## src/hdl/bbodr_pkg.sv

```systemverilog
package bbodr_pkg;

  // Register offsets on the byte register port
  localparam logic [3:0] ADDR_TERM       = 4'h6;
  localparam logic [3:0] ADDR_MODE_32    = 4'h7;
  localparam logic [3:0] ADDR_MODE_10    = 4'h8;
  localparam logic [3:0] ADDR_PAIR_OFF   = 4'h9;
  localparam logic [3:0] ADDR_RATIO_A_LO = 4'hC;
  localparam logic [3:0] ADDR_RATIO_B_LO = 4'hD;
  localparam logic [3:0] ADDR_RATIO_HI   = 4'hE;
  localparam logic [3:0] ADDR_RSVD_F     = 4'hF;

  // Field positions
  localparam int TERM_BIT       = 4;
  localparam int MODE_HI_LSB    = 3;
  localparam int MODE_LO_LSB    = 0;
  localparam int MODE_W         = 3;
  localparam int PAIR_OFF_LSB   = 4;
  localparam int RATIO_HI_A_BIT = 0;
  localparam int RATIO_HI_B_BIT = 1;
  localparam int NUM_PAIRS      = 4;
  localparam int RATIO_W        = 9;

  // Driver-type codes
  localparam logic [2:0] MODE_HIZ    = 3'h0;
  localparam logic [2:0] MODE_LVPECL = 3'h1;
  localparam logic [2:0] MODE_LVDS   = 3'h2;
  localparam logic [2:0] MODE_HCSL   = 3'h4;
  localparam logic [2:0] MODE_CML400 = 3'h5;
  localparam logic [2:0] MODE_CML800 = 3'h6;

  // Reset values
  localparam logic [2:0] MODE_RST     = MODE_LVDS;
  localparam logic       PAIR_OFF_RST = 1'b0;
  localparam logic       TERM_RST     = 1'b0;
  localparam logic [8:0] RATIO_RST    = 9'h000;
  localparam logic [7:0] RDATA_RST    = 8'h00;

  localparam logic [8:0] RATIO_MIN_DIV = 9'h002;

  function automatic logic is_bypass(input logic [8:0] ratio);
    return ratio < RATIO_MIN_DIV;
  endfunction

  // Reserved codes leave the pair undriven
  function automatic logic drives_pair(input logic [2:0] mode);
    return (mode == MODE_LVPECL) || (mode == MODE_LVDS) || (mode == MODE_HCSL) ||
           (mode == MODE_CML400) || (mode == MODE_CML800);
  endfunction

  // Ceiling of half the ratio: the count of high reference periods
  function automatic logic [8:0] high_span(input logic [8:0] ratio);
    logic [9:0] s;
    s = {1'b0, ratio} + 10'h001;
    return s[9:1];
  endfunction

endpackage

```

## src/hdl/bbodr_divider.sv

```systemverilog
module bbodr_divider (
  input  wire logic       i_clk,
  input  wire logic       i_rst,
  input  wire logic       i_ref_lvl,
  input  wire logic       i_ref_rise,
  input  wire logic [8:0] i_ratio,
  input  wire logic       i_hold,
  output logic            o_clk_lvl
);

  logic [8:0] cnt_q;
  logic [8:0] cnt_d;
  logic       out_q;
  logic       out_d;
  logic       bypass;

  always_comb begin
    bypass = bbodr_pkg::is_bypass(i_ratio);
    cnt_d  = cnt_q;
    out_d  = out_q;
    if (i_hold) begin
      cnt_d = '0;
      out_d = 1'b0;
    end else if (bypass) begin
      cnt_d = '0;
      out_d = i_ref_lvl;
    end else if (i_ref_rise) begin
      // Wrap also catches a ratio lowered below the running count
      cnt_d = (cnt_q >= i_ratio - 9'h001) ? '0 : cnt_q + 9'h001;
      out_d = cnt_q < bbodr_pkg::high_span(i_ratio);
    end
  end

  always_ff @(posedge i_clk) begin
    if (i_rst) begin
      cnt_q <= '0;
      out_q <= 1'b0;
    end else begin
      cnt_q <= cnt_d;
      out_q <= out_d;
    end
  end

  assign o_clk_lvl = out_q;
endmodule

```

## src/hdl/bbodr_pair.sv

```systemverilog
module bbodr_pair (
  input  wire logic       i_clk,
  input  wire logic       i_rst,
  input  wire logic       i_clk_lvl,
  input  wire logic [2:0] i_mode,
  input  wire logic       i_off,
  input  wire logic       i_hiz_all,
  output logic            o_pos,
  output logic            o_neg,
  output logic            o_oe
);

  logic en_q;
  logic pos_q;
  logic neg_q;

  // en_q changes only while the bank clock is low, so no runt pulse; a mode write still gates o_oe at once
  always_ff @(posedge i_clk) begin
    if (i_rst) begin
      en_q <= 1'b1;
    end else if (!i_clk_lvl) begin
      en_q <= !i_hiz_all && !i_off;
    end
  end

  always_ff @(posedge i_clk) begin
    if (i_rst) begin
      pos_q <= 1'b0;
      neg_q <= 1'b1;
    end else begin
      pos_q <= i_clk_lvl;
      neg_q <= !i_clk_lvl;
    end
  end

  assign o_pos = pos_q;
  assign o_neg = neg_q;
  assign o_oe  = en_q && bbodr_pkg::drives_pair(i_mode);
endmodule

```

## src/hdl/bbodr_top.sv

```systemverilog
module bbodr_top (
  input  wire logic        I_CLK,
  input  wire logic        I_SYS_RST,
  input  wire logic        I_REF_A_CLK,
  input  wire logic        I_REF_B_CLK,
  input  wire logic        I_REG_WR,
  input  wire logic        I_REG_RD,
  input  wire logic [3:0]  I_REG_ADDR,
  input  wire logic [7:0]  I_REG_WDATA,
  input  wire logic        I_BANK_B_GLITCHLESS_HIZ,
  input  wire logic        I_DIV_SYNC,
  output logic      [7:0]  O_REG_RDATA,
  output logic      [3:0]  O_BANK_B_PAIR_POS,
  output logic      [3:0]  O_BANK_B_PAIR_NEG,
  output logic      [3:0]  O_BANK_B_PAIR_OE,
  output logic      [11:0] O_BANK_B_DRIVER_TYPE,
  output logic      [3:0]  O_BANK_B_PAIR_OFF,
  output logic             O_BANK_B_HCSL_TERM_50,
  output logic             O_BANK_A_CLK
);

  logic [3:0][2:0] mode_q;
  logic [3:0]      pair_off_q;
  logic            term_q;
  logic [8:0]      ratio_a_q;
  logic [8:0]      ratio_b_q;
  logic [7:0]      rdata_q;
  logic [7:0]      rdata_d;

  logic            ref_a_meta_q;
  logic            ref_a_sync_q;
  logic            ref_a_prev_q;
  logic            ref_b_meta_q;
  logic            ref_b_sync_q;
  logic            ref_b_prev_q;
  logic            ref_a_rise;
  logic            ref_b_rise;
  logic            bank_a_clk;
  logic            bank_b_clk;

  // Reference pins are asynchronous to I_CLK
  always_ff @(posedge I_CLK) begin
    if (I_SYS_RST) begin
      ref_a_meta_q <= 1'b0;
      ref_a_sync_q <= 1'b0;
      ref_a_prev_q <= 1'b0;
    end else begin
      ref_a_meta_q <= I_REF_A_CLK;
      ref_a_sync_q <= ref_a_meta_q;
      ref_a_prev_q <= ref_a_sync_q;
    end
  end

  always_ff @(posedge I_CLK) begin
    if (I_SYS_RST) begin
      ref_b_meta_q <= 1'b0;
      ref_b_sync_q <= 1'b0;
      ref_b_prev_q <= 1'b0;
    end else begin
      ref_b_meta_q <= I_REF_B_CLK;
      ref_b_sync_q <= ref_b_meta_q;
      ref_b_prev_q <= ref_b_sync_q;
    end
  end

  assign ref_a_rise = ref_a_sync_q && !ref_a_prev_q;
  assign ref_b_rise = ref_b_sync_q && !ref_b_prev_q;

  // Driver-type fields; reserved bits are dropped on write
  always_ff @(posedge I_CLK) begin
    if (I_SYS_RST) begin
      mode_q <= {bbodr_pkg::NUM_PAIRS{bbodr_pkg::MODE_RST}};
    end else if (I_REG_WR) begin
      if (I_REG_ADDR == bbodr_pkg::ADDR_MODE_32) begin
        mode_q[3] <= I_REG_WDATA[bbodr_pkg::MODE_HI_LSB +: bbodr_pkg::MODE_W];
        mode_q[2] <= I_REG_WDATA[bbodr_pkg::MODE_LO_LSB +: bbodr_pkg::MODE_W];
      end else if (I_REG_ADDR == bbodr_pkg::ADDR_MODE_10) begin
        mode_q[1] <= I_REG_WDATA[bbodr_pkg::MODE_HI_LSB +: bbodr_pkg::MODE_W];
        mode_q[0] <= I_REG_WDATA[bbodr_pkg::MODE_LO_LSB +: bbodr_pkg::MODE_W];
      end
    end
  end

  always_ff @(posedge I_CLK) begin
    if (I_SYS_RST) begin
      pair_off_q <= {bbodr_pkg::NUM_PAIRS{bbodr_pkg::PAIR_OFF_RST}};
    end else if (I_REG_WR && (I_REG_ADDR == bbodr_pkg::ADDR_PAIR_OFF)) begin
      pair_off_q <= I_REG_WDATA[bbodr_pkg::PAIR_OFF_LSB +: bbodr_pkg::NUM_PAIRS];
    end
  end

  always_ff @(posedge I_CLK) begin
    if (I_SYS_RST) begin
      term_q <= bbodr_pkg::TERM_RST;
    end else if (I_REG_WR && (I_REG_ADDR == bbodr_pkg::ADDR_TERM)) begin
      term_q <= I_REG_WDATA[bbodr_pkg::TERM_BIT];
    end
  end

  // Ratio bytes land independently; a split update may briefly run a mixed ratio
  always_ff @(posedge I_CLK) begin
    if (I_SYS_RST) begin
      ratio_a_q <= bbodr_pkg::RATIO_RST;
      ratio_b_q <= bbodr_pkg::RATIO_RST;
    end else if (I_REG_WR) begin
      if (I_REG_ADDR == bbodr_pkg::ADDR_RATIO_A_LO) begin
        ratio_a_q[7:0] <= I_REG_WDATA;
      end else if (I_REG_ADDR == bbodr_pkg::ADDR_RATIO_B_LO) begin
        ratio_b_q[7:0] <= I_REG_WDATA;
      end else if (I_REG_ADDR == bbodr_pkg::ADDR_RATIO_HI) begin
        ratio_a_q[8] <= I_REG_WDATA[bbodr_pkg::RATIO_HI_A_BIT];
        ratio_b_q[8] <= I_REG_WDATA[bbodr_pkg::RATIO_HI_B_BIT];
      end
    end
  end

  // Reserved positions and foreign offsets read as zero
  always_comb begin
    rdata_d = '0;
    if (I_REG_ADDR == bbodr_pkg::ADDR_TERM) begin
      rdata_d[bbodr_pkg::TERM_BIT] = term_q;
    end else if (I_REG_ADDR == bbodr_pkg::ADDR_MODE_32) begin
      rdata_d[bbodr_pkg::MODE_HI_LSB +: bbodr_pkg::MODE_W] = mode_q[3];
      rdata_d[bbodr_pkg::MODE_LO_LSB +: bbodr_pkg::MODE_W] = mode_q[2];
    end else if (I_REG_ADDR == bbodr_pkg::ADDR_MODE_10) begin
      rdata_d[bbodr_pkg::MODE_HI_LSB +: bbodr_pkg::MODE_W] = mode_q[1];
      rdata_d[bbodr_pkg::MODE_LO_LSB +: bbodr_pkg::MODE_W] = mode_q[0];
    end else if (I_REG_ADDR == bbodr_pkg::ADDR_PAIR_OFF) begin
      rdata_d[bbodr_pkg::PAIR_OFF_LSB +: bbodr_pkg::NUM_PAIRS] = pair_off_q;
    end else if (I_REG_ADDR == bbodr_pkg::ADDR_RATIO_A_LO) begin
      rdata_d = ratio_a_q[7:0];
    end else if (I_REG_ADDR == bbodr_pkg::ADDR_RATIO_B_LO) begin
      rdata_d = ratio_b_q[7:0];
    end else if (I_REG_ADDR == bbodr_pkg::ADDR_RATIO_HI) begin
      rdata_d[bbodr_pkg::RATIO_HI_A_BIT] = ratio_a_q[8];
      rdata_d[bbodr_pkg::RATIO_HI_B_BIT] = ratio_b_q[8];
    end
  end

  always_ff @(posedge I_CLK) begin
    if (I_SYS_RST) begin
      rdata_q <= bbodr_pkg::RDATA_RST;
    end else if (I_REG_RD) begin
      rdata_q <= rdata_d;
    end
  end

  // Both dividers see the same hold, so release lines them up
  bbodr_divider u_div_a (
    .i_clk      (I_CLK),
    .i_rst      (I_SYS_RST),
    .i_ref_lvl  (ref_a_sync_q),
    .i_ref_rise (ref_a_rise),
    .i_ratio    (ratio_a_q),
    .i_hold     (I_DIV_SYNC),
    .o_clk_lvl  (bank_a_clk)
  );

  bbodr_divider u_div_b (
    .i_clk      (I_CLK),
    .i_rst      (I_SYS_RST),
    .i_ref_lvl  (ref_b_sync_q),
    .i_ref_rise (ref_b_rise),
    .i_ratio    (ratio_b_q),
    .i_hold     (I_DIV_SYNC),
    .o_clk_lvl  (bank_b_clk)
  );

  for (genvar p = 0; p < bbodr_pkg::NUM_PAIRS; p++) begin : g_pair
    bbodr_pair u_pair (
      .i_clk     (I_CLK),
      .i_rst     (I_SYS_RST),
      .i_clk_lvl (bank_b_clk),
      .i_mode    (mode_q[p]),
      .i_off     (pair_off_q[p]),
      .i_hiz_all (I_BANK_B_GLITCHLESS_HIZ),
      .o_pos     (O_BANK_B_PAIR_POS[p]),
      .o_neg     (O_BANK_B_PAIR_NEG[p]),
      .o_oe      (O_BANK_B_PAIR_OE[p])
    );
  end

  assign O_REG_RDATA           = rdata_q;
  assign O_BANK_B_DRIVER_TYPE  = mode_q;
  assign O_BANK_B_PAIR_OFF     = pair_off_q;
  assign O_BANK_B_HCSL_TERM_50 = term_q;
  assign O_BANK_A_CLK          = bank_a_clk;
endmodule
```

## config.mk

```make
export PLATFORM = sky130hd
export DESIGN_NAME = bbodr_top
export DESIGN_NICKNAME = d
export VERILOG_FILES = /design/src/hdl/bbodr_pkg.sv /design/src/hdl/bbodr_divider.sv /design/src/hdl/bbodr_pair.sv /design/src/hdl/bbodr_top.sv
export SDC_FILE = /design/constraint.sdc
export NUM_CORES = 1
export LEC_CHECK = 0
export BUFFER_PORTS_ARGS = -buffer_cell sky130_fd_sc_hd__buf_4
export CORE_UTILIZATION = 55
export DETAILED_ROUTE_END_ITERATION = 12
export PLACE_DENSITY_LB_ADDON = 0.08
export SLEW_MARGIN = 40
export SYNTH_ARGS = -nofsm -noshare
export SYNTH_HDL_FRONTEND = slang
export SYNTH_SLANG_ARGS = --single-unit
```

## constraint.sdc

```tcl
create_clock -name I_CLK -period 3.18 [get_ports I_CLK]
set_input_delay 0.636 -clock I_CLK [delete_from_list [all_inputs] [get_ports I_CLK]]
set_output_delay 0.636 -clock I_CLK [all_outputs]
set_load 0.02 [all_outputs]
```

# ---- Yosys cells after proc, flatten, opt, wreduce, memory -nomap -nowiden
# Index checks and enable logic that the tools add are counted.
dict set report totals {
  elab_cells 134
  ff_bits 75
  inputBits 20
  output_inout_bits 38
}
dict set report classes {
  eq_ne 27
  n_bitwise 3
  order_cmp 6
  n_addsub 6
  muxes 19
  n_reduce_logical 46
}
# operator count
set op_table {}
lappend op_table {{== test 3 bit (second input constant)} 12}
lappend op_table {{adder 9 x 1 -> 10 bit (second input constant)} 2}
lappend op_table {{== test 4 bit (second input constant)} 5}
lappend op_table {{adder 9 x 1 -> 9 bit (second input constant)} 2}
lappend op_table {{greater-or-equal comparator 9 bit} 2}
lappend op_table {{< comparator 9 x 2 -> 1 bit (second input constant)} 2}
lappend op_table {{< comparator 9 bit} 2}
lappend op_table {{2-to-1 mux 6 bit} 3}
lappend op_table {{2-to-1 mux 9 bit} 2}
lappend op_table {{subtractor 9 x 1 -> 9 bit (second input constant)} 2}
lappend op_table {{logical OR 1 bit} 16}
lappend op_table {{== test 3 x 1 -> 1 bit (second input constant)} 4}
lappend op_table {{== test 3 x 2 -> 1 bit (second input constant)} 4}
lappend op_table {{logical AND 1 bit} 12}
lappend op_table {{2-to-1 mux 4 bit} 3}
lappend op_table {{== test 4 x 3 -> 1 bit (second input constant)} 2}
lappend op_table {{zero test 1 bit} 8}
lappend op_table {{2-to-1 mux 2 bit} 4}
lappend op_table {{2-to-1 mux 8 bit} 1}
lappend op_table {{AND reduction 3 bit} 2}
lappend op_table {{OR reduction 3 bit} 2}
lappend op_table {{2-to-1 mux 1 bit} 5}
lappend op_table {{AND reduction 2 bit} 2}
lappend op_table {{AND reduction 4 bit} 1}
lappend op_table {{4 further kinds} 7}

# ---- Depth between registers and ports, before layout
# Gate-level depths: netlist of the first run.
dict set report depth {
  ltp_word 8
  ltp_mapped 12
}

# ---- Hierarchy
# From an unflattened synthesis of the first run, not the netlist that was laid out.
dict set report hier_totals {
  cells_unflattened 560
  hier_area_um2 4813.4
}
# mod instances seq_area_each_um2 cells_each area_each_um2
set by_module_without_submodules {}
lappend by_module_without_submodules {bbodr_top 1 980.9 233 2123.3}
lappend by_module_without_submodules {{bbodr_divider (u_div_b)} 1 200.2 141 1156.1}
lappend by_module_without_submodules {{bbodr_divider (u_div_a)} 1 200.2 146 1138.6}
lappend by_module_without_submodules {bbodr_pair 4 60.1 10 98.8}

# ---- Worst setup path after synthesis of the first run
# No wires, ideal clock.
dict set report synth_path {
  path_kind {register -> register}
  startpoint {register ratio_a_q[0]}
  endpoint {register u_div_a.cnt_q[3]}
  setup_time_ps 86
  required_ps 3094
  period_less_slack_ps 2521
  t_arrival_ps 2435
  path_slack_ps 659
  stages_incl_launch_ff 12
  path_cell_list {dfxtp_1 clkbuf_1 inv_1 ha_1 nand2_1 nor3_1 xnor2_1 ha_1 a2111o_1 o21ai_1 nand2_1 a211oi_1}
}
dict set report synth_via {
  elab_chain_len 3
}
# item line
set synth_rtl {}
lappend synth_rtl {{start: declaration} bbodr_top.sv:25} ;# logic [8:0] ratio_a_q;
lappend synth_rtl {{start signal: assignment} bbodr_top.sv:103} ;# ratio_a_q <= bbodr_pkg::RATIO_RST;
lappend synth_rtl {{subtractor 9 x 1 -> 9 bit} bbodr_divider.sv:29} ;# cnt_d = (cnt_q >= i_ratio - 9'h001) ? '0 : cnt_q + 9'h001;
lappend synth_rtl {{greater-or-equal comparator 9 bit} bbodr_divider.sv:29}
lappend synth_rtl {{2-to-1 mux 9 bit} bbodr_divider.sv:29}
lappend synth_rtl {{end signal: assignment} bbodr_divider.sv:39} ;# cnt_q <= cnt_d;
lappend synth_rtl {{end: declaration} bbodr_divider.sv:11} ;# logic [8:0] cnt_q;
# Parallel ways exist; a longest one is shown, timed or not.
# A chain may end at the register's enable or synchronous reset.

# ---- Final worst setup path of the first run
# Same ends and word-level chain as after synthesis.

==> results of run 1 <==
[power groups by stage]
stage          registers (mW)  clock network, mW  logic, mW
2_1_floorplan           0.992                  0      0.143
3_3_place_gp            0.995                  0      0.197
3_5_place_dp            0.996                  0      0.200
4_1_cts                 0.974              0.807      0.201
5_1_grt                 0.977              0.844      0.221
6_report                0.974              0.791      0.201
[registers in the layout, summed over array words and instances (netlist names), 4 cells and up]
| signal | count |
|---|---|
| g_pair.u_pair.en_q | 4 |
| u_div_a.cnt_q | 9 |
| ratio_a_q | 9 |
| ratio_b_q | 9 |
| O_BANK_B_PAIR_OFF | 4 |
| O_REG_RDATA | 8 |
| u_div_b.cnt_q | 9 |
| O_BANK_B_DRIVER_TYPE | 12 |
[critical path, cell delays in order, from the launching register on]
cell and delay, ps:
dfxtp_1 500, inv_1 140, ha_1 260, nand2_1 110, nor3_1 60, xnor2_1 140, ha_1 330, a2111o_1 410
o21ai_1 240, nand2_1 210, a211oi_1 270
[per-stage QoR]
stage,worst slack [ps],util
finish,416,0.626
global placement,579,0.600
global route,50.2,0.626
detailed placement,436,0.600
CTS,417,0.626
floorplan,659,-
[metal layers]
metal	up-vias	part of all wire
met1	1807	0.47
met5	-	0
met4	0	0.0098
met3	10	0.056
li1	1950	-
met2	108	0.47
[final cells by class]
cell class / instances / area, um2
Tap cell: 105 / 131
Inverter: 10 / 37.5
Multi-Input combinational cell: 411 / 2820
Timing Repair Buffer: 59 / 443
Clock buffer: 10 / 138
Fill cell: 731 / 3080
Sequential cell: 75 / 1500
Clock inverter: 6 / 72.6
[placed cells by master (no fill, tap or decap), types with 6 or more instances in the layout]
cell       n
a211oi_1  12
a21oi_1   29
and3_1    11
buf_4     59
clkbuf_8  10
dfxtp_1   75
ha_1      40
inv_1     10
mux2i_1   27
nand2_1   46
nand2b_1   7
nand3_1   35
nand4_1   10
nor2_1    55
nor2b_1   14
nor3_1    14
o211ai_1   6
o21ai_0   13
xnor2_1   18
xor2_1    22
[worst paths after layout]
kind | from | endpoint | slack (ps)
setup reg to reg | ratio_a_q[0]$_SDFFE_PP0P_ | u_div_a.cnt_q[3]$_SDFFE_PP0P_ | 420
hold / removal | ref_b_meta_q$_SDFF_PP0_ | ref_b_sync_q$_SDFF_PP0_ | 450
hold reg to reg | ref_b_meta_q$_SDFF_PP0_ | ref_b_sync_q$_SDFF_PP0_ | 450
setup / recovery | ratio_a_q[0]$_SDFFE_PP0P_ | u_div_a.cnt_q[3]$_SDFFE_PP0P_ | 420
[cells by family (layout without fill, tap and decap cells)]
group,after synthesis,count (layout),synth area share
simple gates,208,208,0.216
flops,75,75,0.322
compound gates,92,92,0.133
fa+ha+maj,40,40,0.107
mux,31,31,0.0725
xor+xnor,40,40,0.0752
buf+inv,58,85,0.0733
==> summary.md, run 1 <==
| Metric | Value |
|---|---|
| Mapped cell area | `between 0.004 and 0.005 mm2` |
| Hold violation total from the final report | `0` |
| DRT Pass-1 Iters | `5` |
| Sw Ratio | `0.273` |
| Overall power | `1.97 mW` |
| Design Area, Final | `0.00514 mm2` |
| Met1 Use GR | `0.365` |
| Gpl congestion | `slightly below 0.9` |
| Crit path DAT | `3040 ps` |
| Yosys top cell by area | `dfxtp_1` |
| Commonest cells in the synthesized netlist | `75 x dfxtp_1, 55 x nor2_1, 46 x nand2_1` |
| Yosys top cell area share | `0.322` |
| CP Capture Type | `flip-flop` |
| Syn Area/Cell | `8.57 um2` |
| Initial core utilization | `0.567` |
| Grt met2 use | `0.408` |
| Fin crit period | `approximately 2800 ps` |
| Gr busiest metal | `met2` |
| Post-synthesis async set-or-reset flop share | `0` |
| Placed instance area | `about 0.0049 mm2` |
| Layout area overhead | `10.3%` |
| Num rows | `33` |
| Gr ovfl total | `0` |
| Vias in the first global route | `3,535` |
| Number of flops mapped to enable cells by yosys | `0` |
| Overall Global Routing Usage | `0.261` |
| Smallest hold slack | `452 ps` |
| Worst skew pair latency | `370 ps` |
| Detailed Place HPWL | `between 8000 and 9000 um` |
| DRC viols | `0` |
| Outcome | `finished clean` |
| Most common cell in the netlist | `dfxtp_1` |
| Reg2reg path depth | `10` |
| Slew @ Worst Pin | `685 ps` |
| Final #Nets | `626` |
| Sequential area share after synthesis | `0.322` |
| Met3 Use GR | `0.0469` |
| Port-buffer cells | `57` |
| Cell internal pwr | `1.43 mW` |
| Hold Buf Count CTS | `0` |
| Finished Layout Cells | `approximately 680` |
| Max-slew violation count | `0` |
| Final wirelength | `11,000 um` |
| Maximum vdd drop | `0.000371 V` |
| Vias per inst | `5.73` |
| Die area | `0.00884 mm2` |
| Die Width | `94.0 um` |
| Rel. slew slack | `0.542` |
| Num CTS Buffers | `9` |
| Clock power share | `0.402` |
| Crit share post-route | `0.869` |
| IO Pins | `58` |
| Worst hold-check path type | `reg -> reg` |
| Yosys warns | `0` |
| CP Data Required Time | `3460 ps` |
| Comb power frac | `0.102` |
| N_diodes | `0` |
| First-pass GRT wire length | `17,800 um` |
| Post-CTS setup buffers | `0` |
| Initial antenna violation count | `0` |
| Total negative slack | `0 ps` |
| H-Tree Depth | `3` |
| ANT nets after route | `0` |
| Top_reg_cell synth | `dfxtp_1` |
| Psw | `roughly 0.54 mW` |
| Setup Crit Path Kind | `reg -> reg` |
| CP max FO | `9` |
| Largest net degree at the start of global routing | `55` |
| Max Cap Viol | `0` |
| Avg WL per Cell | `16.2 um` |
| Cell Pwr Density | `383 mW/mm2` |
| Setup-failing EPs final | `0` |
| Root Driver | `clkbuf_8` |
| Post-cts resize count | `0` |
| Seq cells post-synth | `75` |
| Clock Sinks | `between 70 and 80` |
| Initial detailed-routing violation count | `256` |
| Setup crit start kind | `flip-flop` |
| Ratio of cells with drive above 1 in the final layout | `0.152` |
| Dpl cells | `660` |
| Leak | `2.07 nW` |
| Clock buffer depth | `2` |
| Worst Skew | `14.4 ps` |
| Synth top area cells | `dfxtp_1 32%, ha_1 11%, mux2i_1 5.8%` |
| Via Count | `just under 4,000` |
| Fmax | `around 360 MHz` |
| Die H | `between 90 and 100 um` |
| WHS Path Cells | `1` |
| Post-Syn Nets | `604` |
| Clk pin slew, worst setup/hold paths | `90 ps` |
| RSZ-0062 raised after global routing | `false` |
| Core area | `0.00822 mm2` |
| Sequential share of power | `0.495` |
| CTS tree | `yes` |
| Synth cell types | `51` |
| Mapped Cells | `544` |
Note: power is estimated with default switching activity, not from simulation.
==> run 2, diff against run 1 <==
- clock period: 3.18 -> 3 ns (I/O delays scaled with it)
==> run 2 against run 1 <==
Effect of this change:
- design area is 0.44% higher
- die area stayed put
- wire length fell by 0.89%
- worst setup slack got worse by 160 ps
- final cell count is 0.44% higher
- clock power grew 4.3%
- critical path depth is the same
==> summary.md, run 2 (same netlist as run 1, synthesis figures left out) <==
| Metric | Value |
|---|---|
| Outcome | `finished clean` |
| Setup crit start kind | `flip-flop` |
| Die H | `94.0 um` |
| Final wirelength | `10,900 um` |
| Slowest-stage cell, CP | `dfxtp_1` |
| H-Tree Depth | `3` |
| Num rows | `33` |
| RSZ-0062 raised after global routing | `false` |
| Final #Nets | `629` |
| Port-buffer cells | `57` |
| Clk pin slew, worst setup/hold paths | `about 80 ps` |
| Max-slew violation count | `0` |
| Max stage delay on crit path | `490 ps` |
| Hold violation total from the final report | `0` |
| Setup Crit Path Kind | `reg -> reg` |
| Most frequent cells in the layout | `75 x dfxtp_1, 62 x buf_4, 55 x nor2_1, 46 x nand2_1, 40 x ha_1` |
| Largest net degree at the start of global routing | `55` |
| Gpl congestion | `~0.86` |
| Max Cap Viol | `0` |
| Dpl cells | `663` |
| Cell Pwr Density | `401 mW/mm2` |
| Die Width | `94.0 um` |
| ANT nets after route | `0` |
| Gr ovfl total | `0` |
| CP bufs+invs | `1` |
| Hold Buf Count CTS | `0` |
| Total negative slack | `0 ps` |
| Post-cts resize count | `0` |
| Rel. slew slack | `0.535` |
| Core area | `around 0.0082 mm2` |
| Critical-path cell list | `inv_1 > ha_1 > nand2_1 > nor3_1 > xnor2_1 > ha_1 > a2111o_1 > o21ai_1 > nand2_1 > a211oi_1` |
| Most common cell after layout, fill and taps aside | `dfxtp_1` |
| Layout area overhead | `10.8%` |
| Initial detailed-routing violation count | `roughly 210` |
| Maximum vdd drop | `around 0.00030 V` |
| Via Count | `3,948` |
| Vias in the first global route | `3,500` |
| CP Capture Type | `flip-flop` |
| Worst skew pair latency | `360 ps` |
| Overall Global Routing Usage | `0.258` |
| IO Pins | `58` |
| CP max FO | `9` |
| Family with the most delay on the worst path | `compound AO/OA/AOI/OAI gates` |
| Post-CTS setup buffers | `0` |
| Worst Skew | `7.39 ps` |
| N_diodes | `0` |
| Worst hold-check path type | `in -> reg` |
| Root Driver | `clkbuf_8` |
| Crit share post-route | `0.914` |
| Slew @ Worst Pin | `696 ps` |
| Initial core utilization | `0.567` |
| Fmax | `365 MHz` |
| Die area | `about 0.009 mm2` |
| Fin crit period | `about 2700 ps` |
| Num CTS Buffers | `9` |
| Finished Layout Cells | `679` |
| DRT Pass-1 Iters | `7` |
| Vias per inst | `5.81` |
| Layout fillers | `736` |
| Ratio of cells with drive above 1 in the final layout | `0.157` |
| Max FFs per register | `12` |
| CP Data Required Time | `3270 ps` |
| DRC viols | `0` |
| First-pass GRT wire length | `17,500 um` |
| Detailed Place HPWL | `8070 um` |
| Clock buffer depth | `2` |
| Initial antenna violation count | `0` |
| Setup-failing EPs final | `0` |
| Leak | `about 2.1 nW` |
| Avg WL per Cell | `16.0 um` |
| CTS tree | `yes` |
| Fin util | `0.628` |
| Crit path DAT | `~3000 ps` |
| Clock Sinks | `75` |
run 2: cell types whose count changed in the layout (fill, tap and decap cells not counted), sizes merged:
cell	before	now
buf	59	62
run 2: area by class of cell:
type / count / area [um2] / area share
Inverter: 10 / 37.5 / 0.00727
Tap cell: 105 / 131 / 0.0254
Clock buffer: 10 / 138 / 0.0267
Timing Repair Buffer: 62 / 465 / 0.0902
Multi-Input combinational cell: 411 / 2820 / 0.546
Clock inverter: 6 / 72.6 / 0.0141
Sequential cell: 75 / 1500 / 0.291
run 2: routing by layer:
layer	routed length [um]	global-route usage	share of wire	vias up
li1	-	-	-	1960
met1	5210	0.351	0.48	1850
met2	4950	0.411	0.46	119
met3	513	0.0445	0.047	19
met4	190	0.0872	0.017	0
met5	0	0	0	-
run 2: worst reg2reg max path, stage by stage (launching register included):
cell,delay (ps)
dfxtp_1,490
inv_1,130
ha_1,250
nand2_1,100
nor3_1,60
xnor2_1,150
ha_1,330
a2111o_1,420
o21ai_1,250
nand2_1,210
a211oi_1,270
run 2: path summary, 6_finish.rpt:
path                                    to  depth (start not counted)  slack [ps]                 startpoint
max          u_div_a.cnt_q[8]$_SDFFE_PP0P_                         10         260  ratio_a_q[0]$_SDFFE_PP0P_
min                ref_a_meta_q$_SDFF_PP0_                          2         450                I_REF_A_CLK
max reg2reg  u_div_a.cnt_q[8]$_SDFFE_PP0P_                         10         260  ratio_a_q[0]$_SDFFE_PP0P_
min reg2reg        ref_b_sync_q$_SDFF_PP0_                          1         460    ref_b_meta_q$_SDFF_PP0_
run 2: power by group:
part	total, mW	internal (mW)	switching [mW]	leakage, nW
clock network	0.825	0.414	0.411	0.103
logic	0.216	0.0907	0.125	1.37
registers	1.03	1.01	0.0195	0.608
run 2: metrics by stage:
| step | hold WS, ps | instance area, um2 | total power, mW | setup WS [ps] |
|---|---|---|---|---|
| final | 450 | 5160 | 2.07 | 257 |
| after global routing | 444 | 5160 | 2.16 | 27.4 |
| after CTS | 436 | 5160 | 2.10 | 267 |
| after detailed placement | 425 | 4950 | 1.27 | 298 |
| after global placement | 422 | 4950 | 1.26 | 380 |
| after floorplan | 414 | 4660 | 1.20 | 479 |
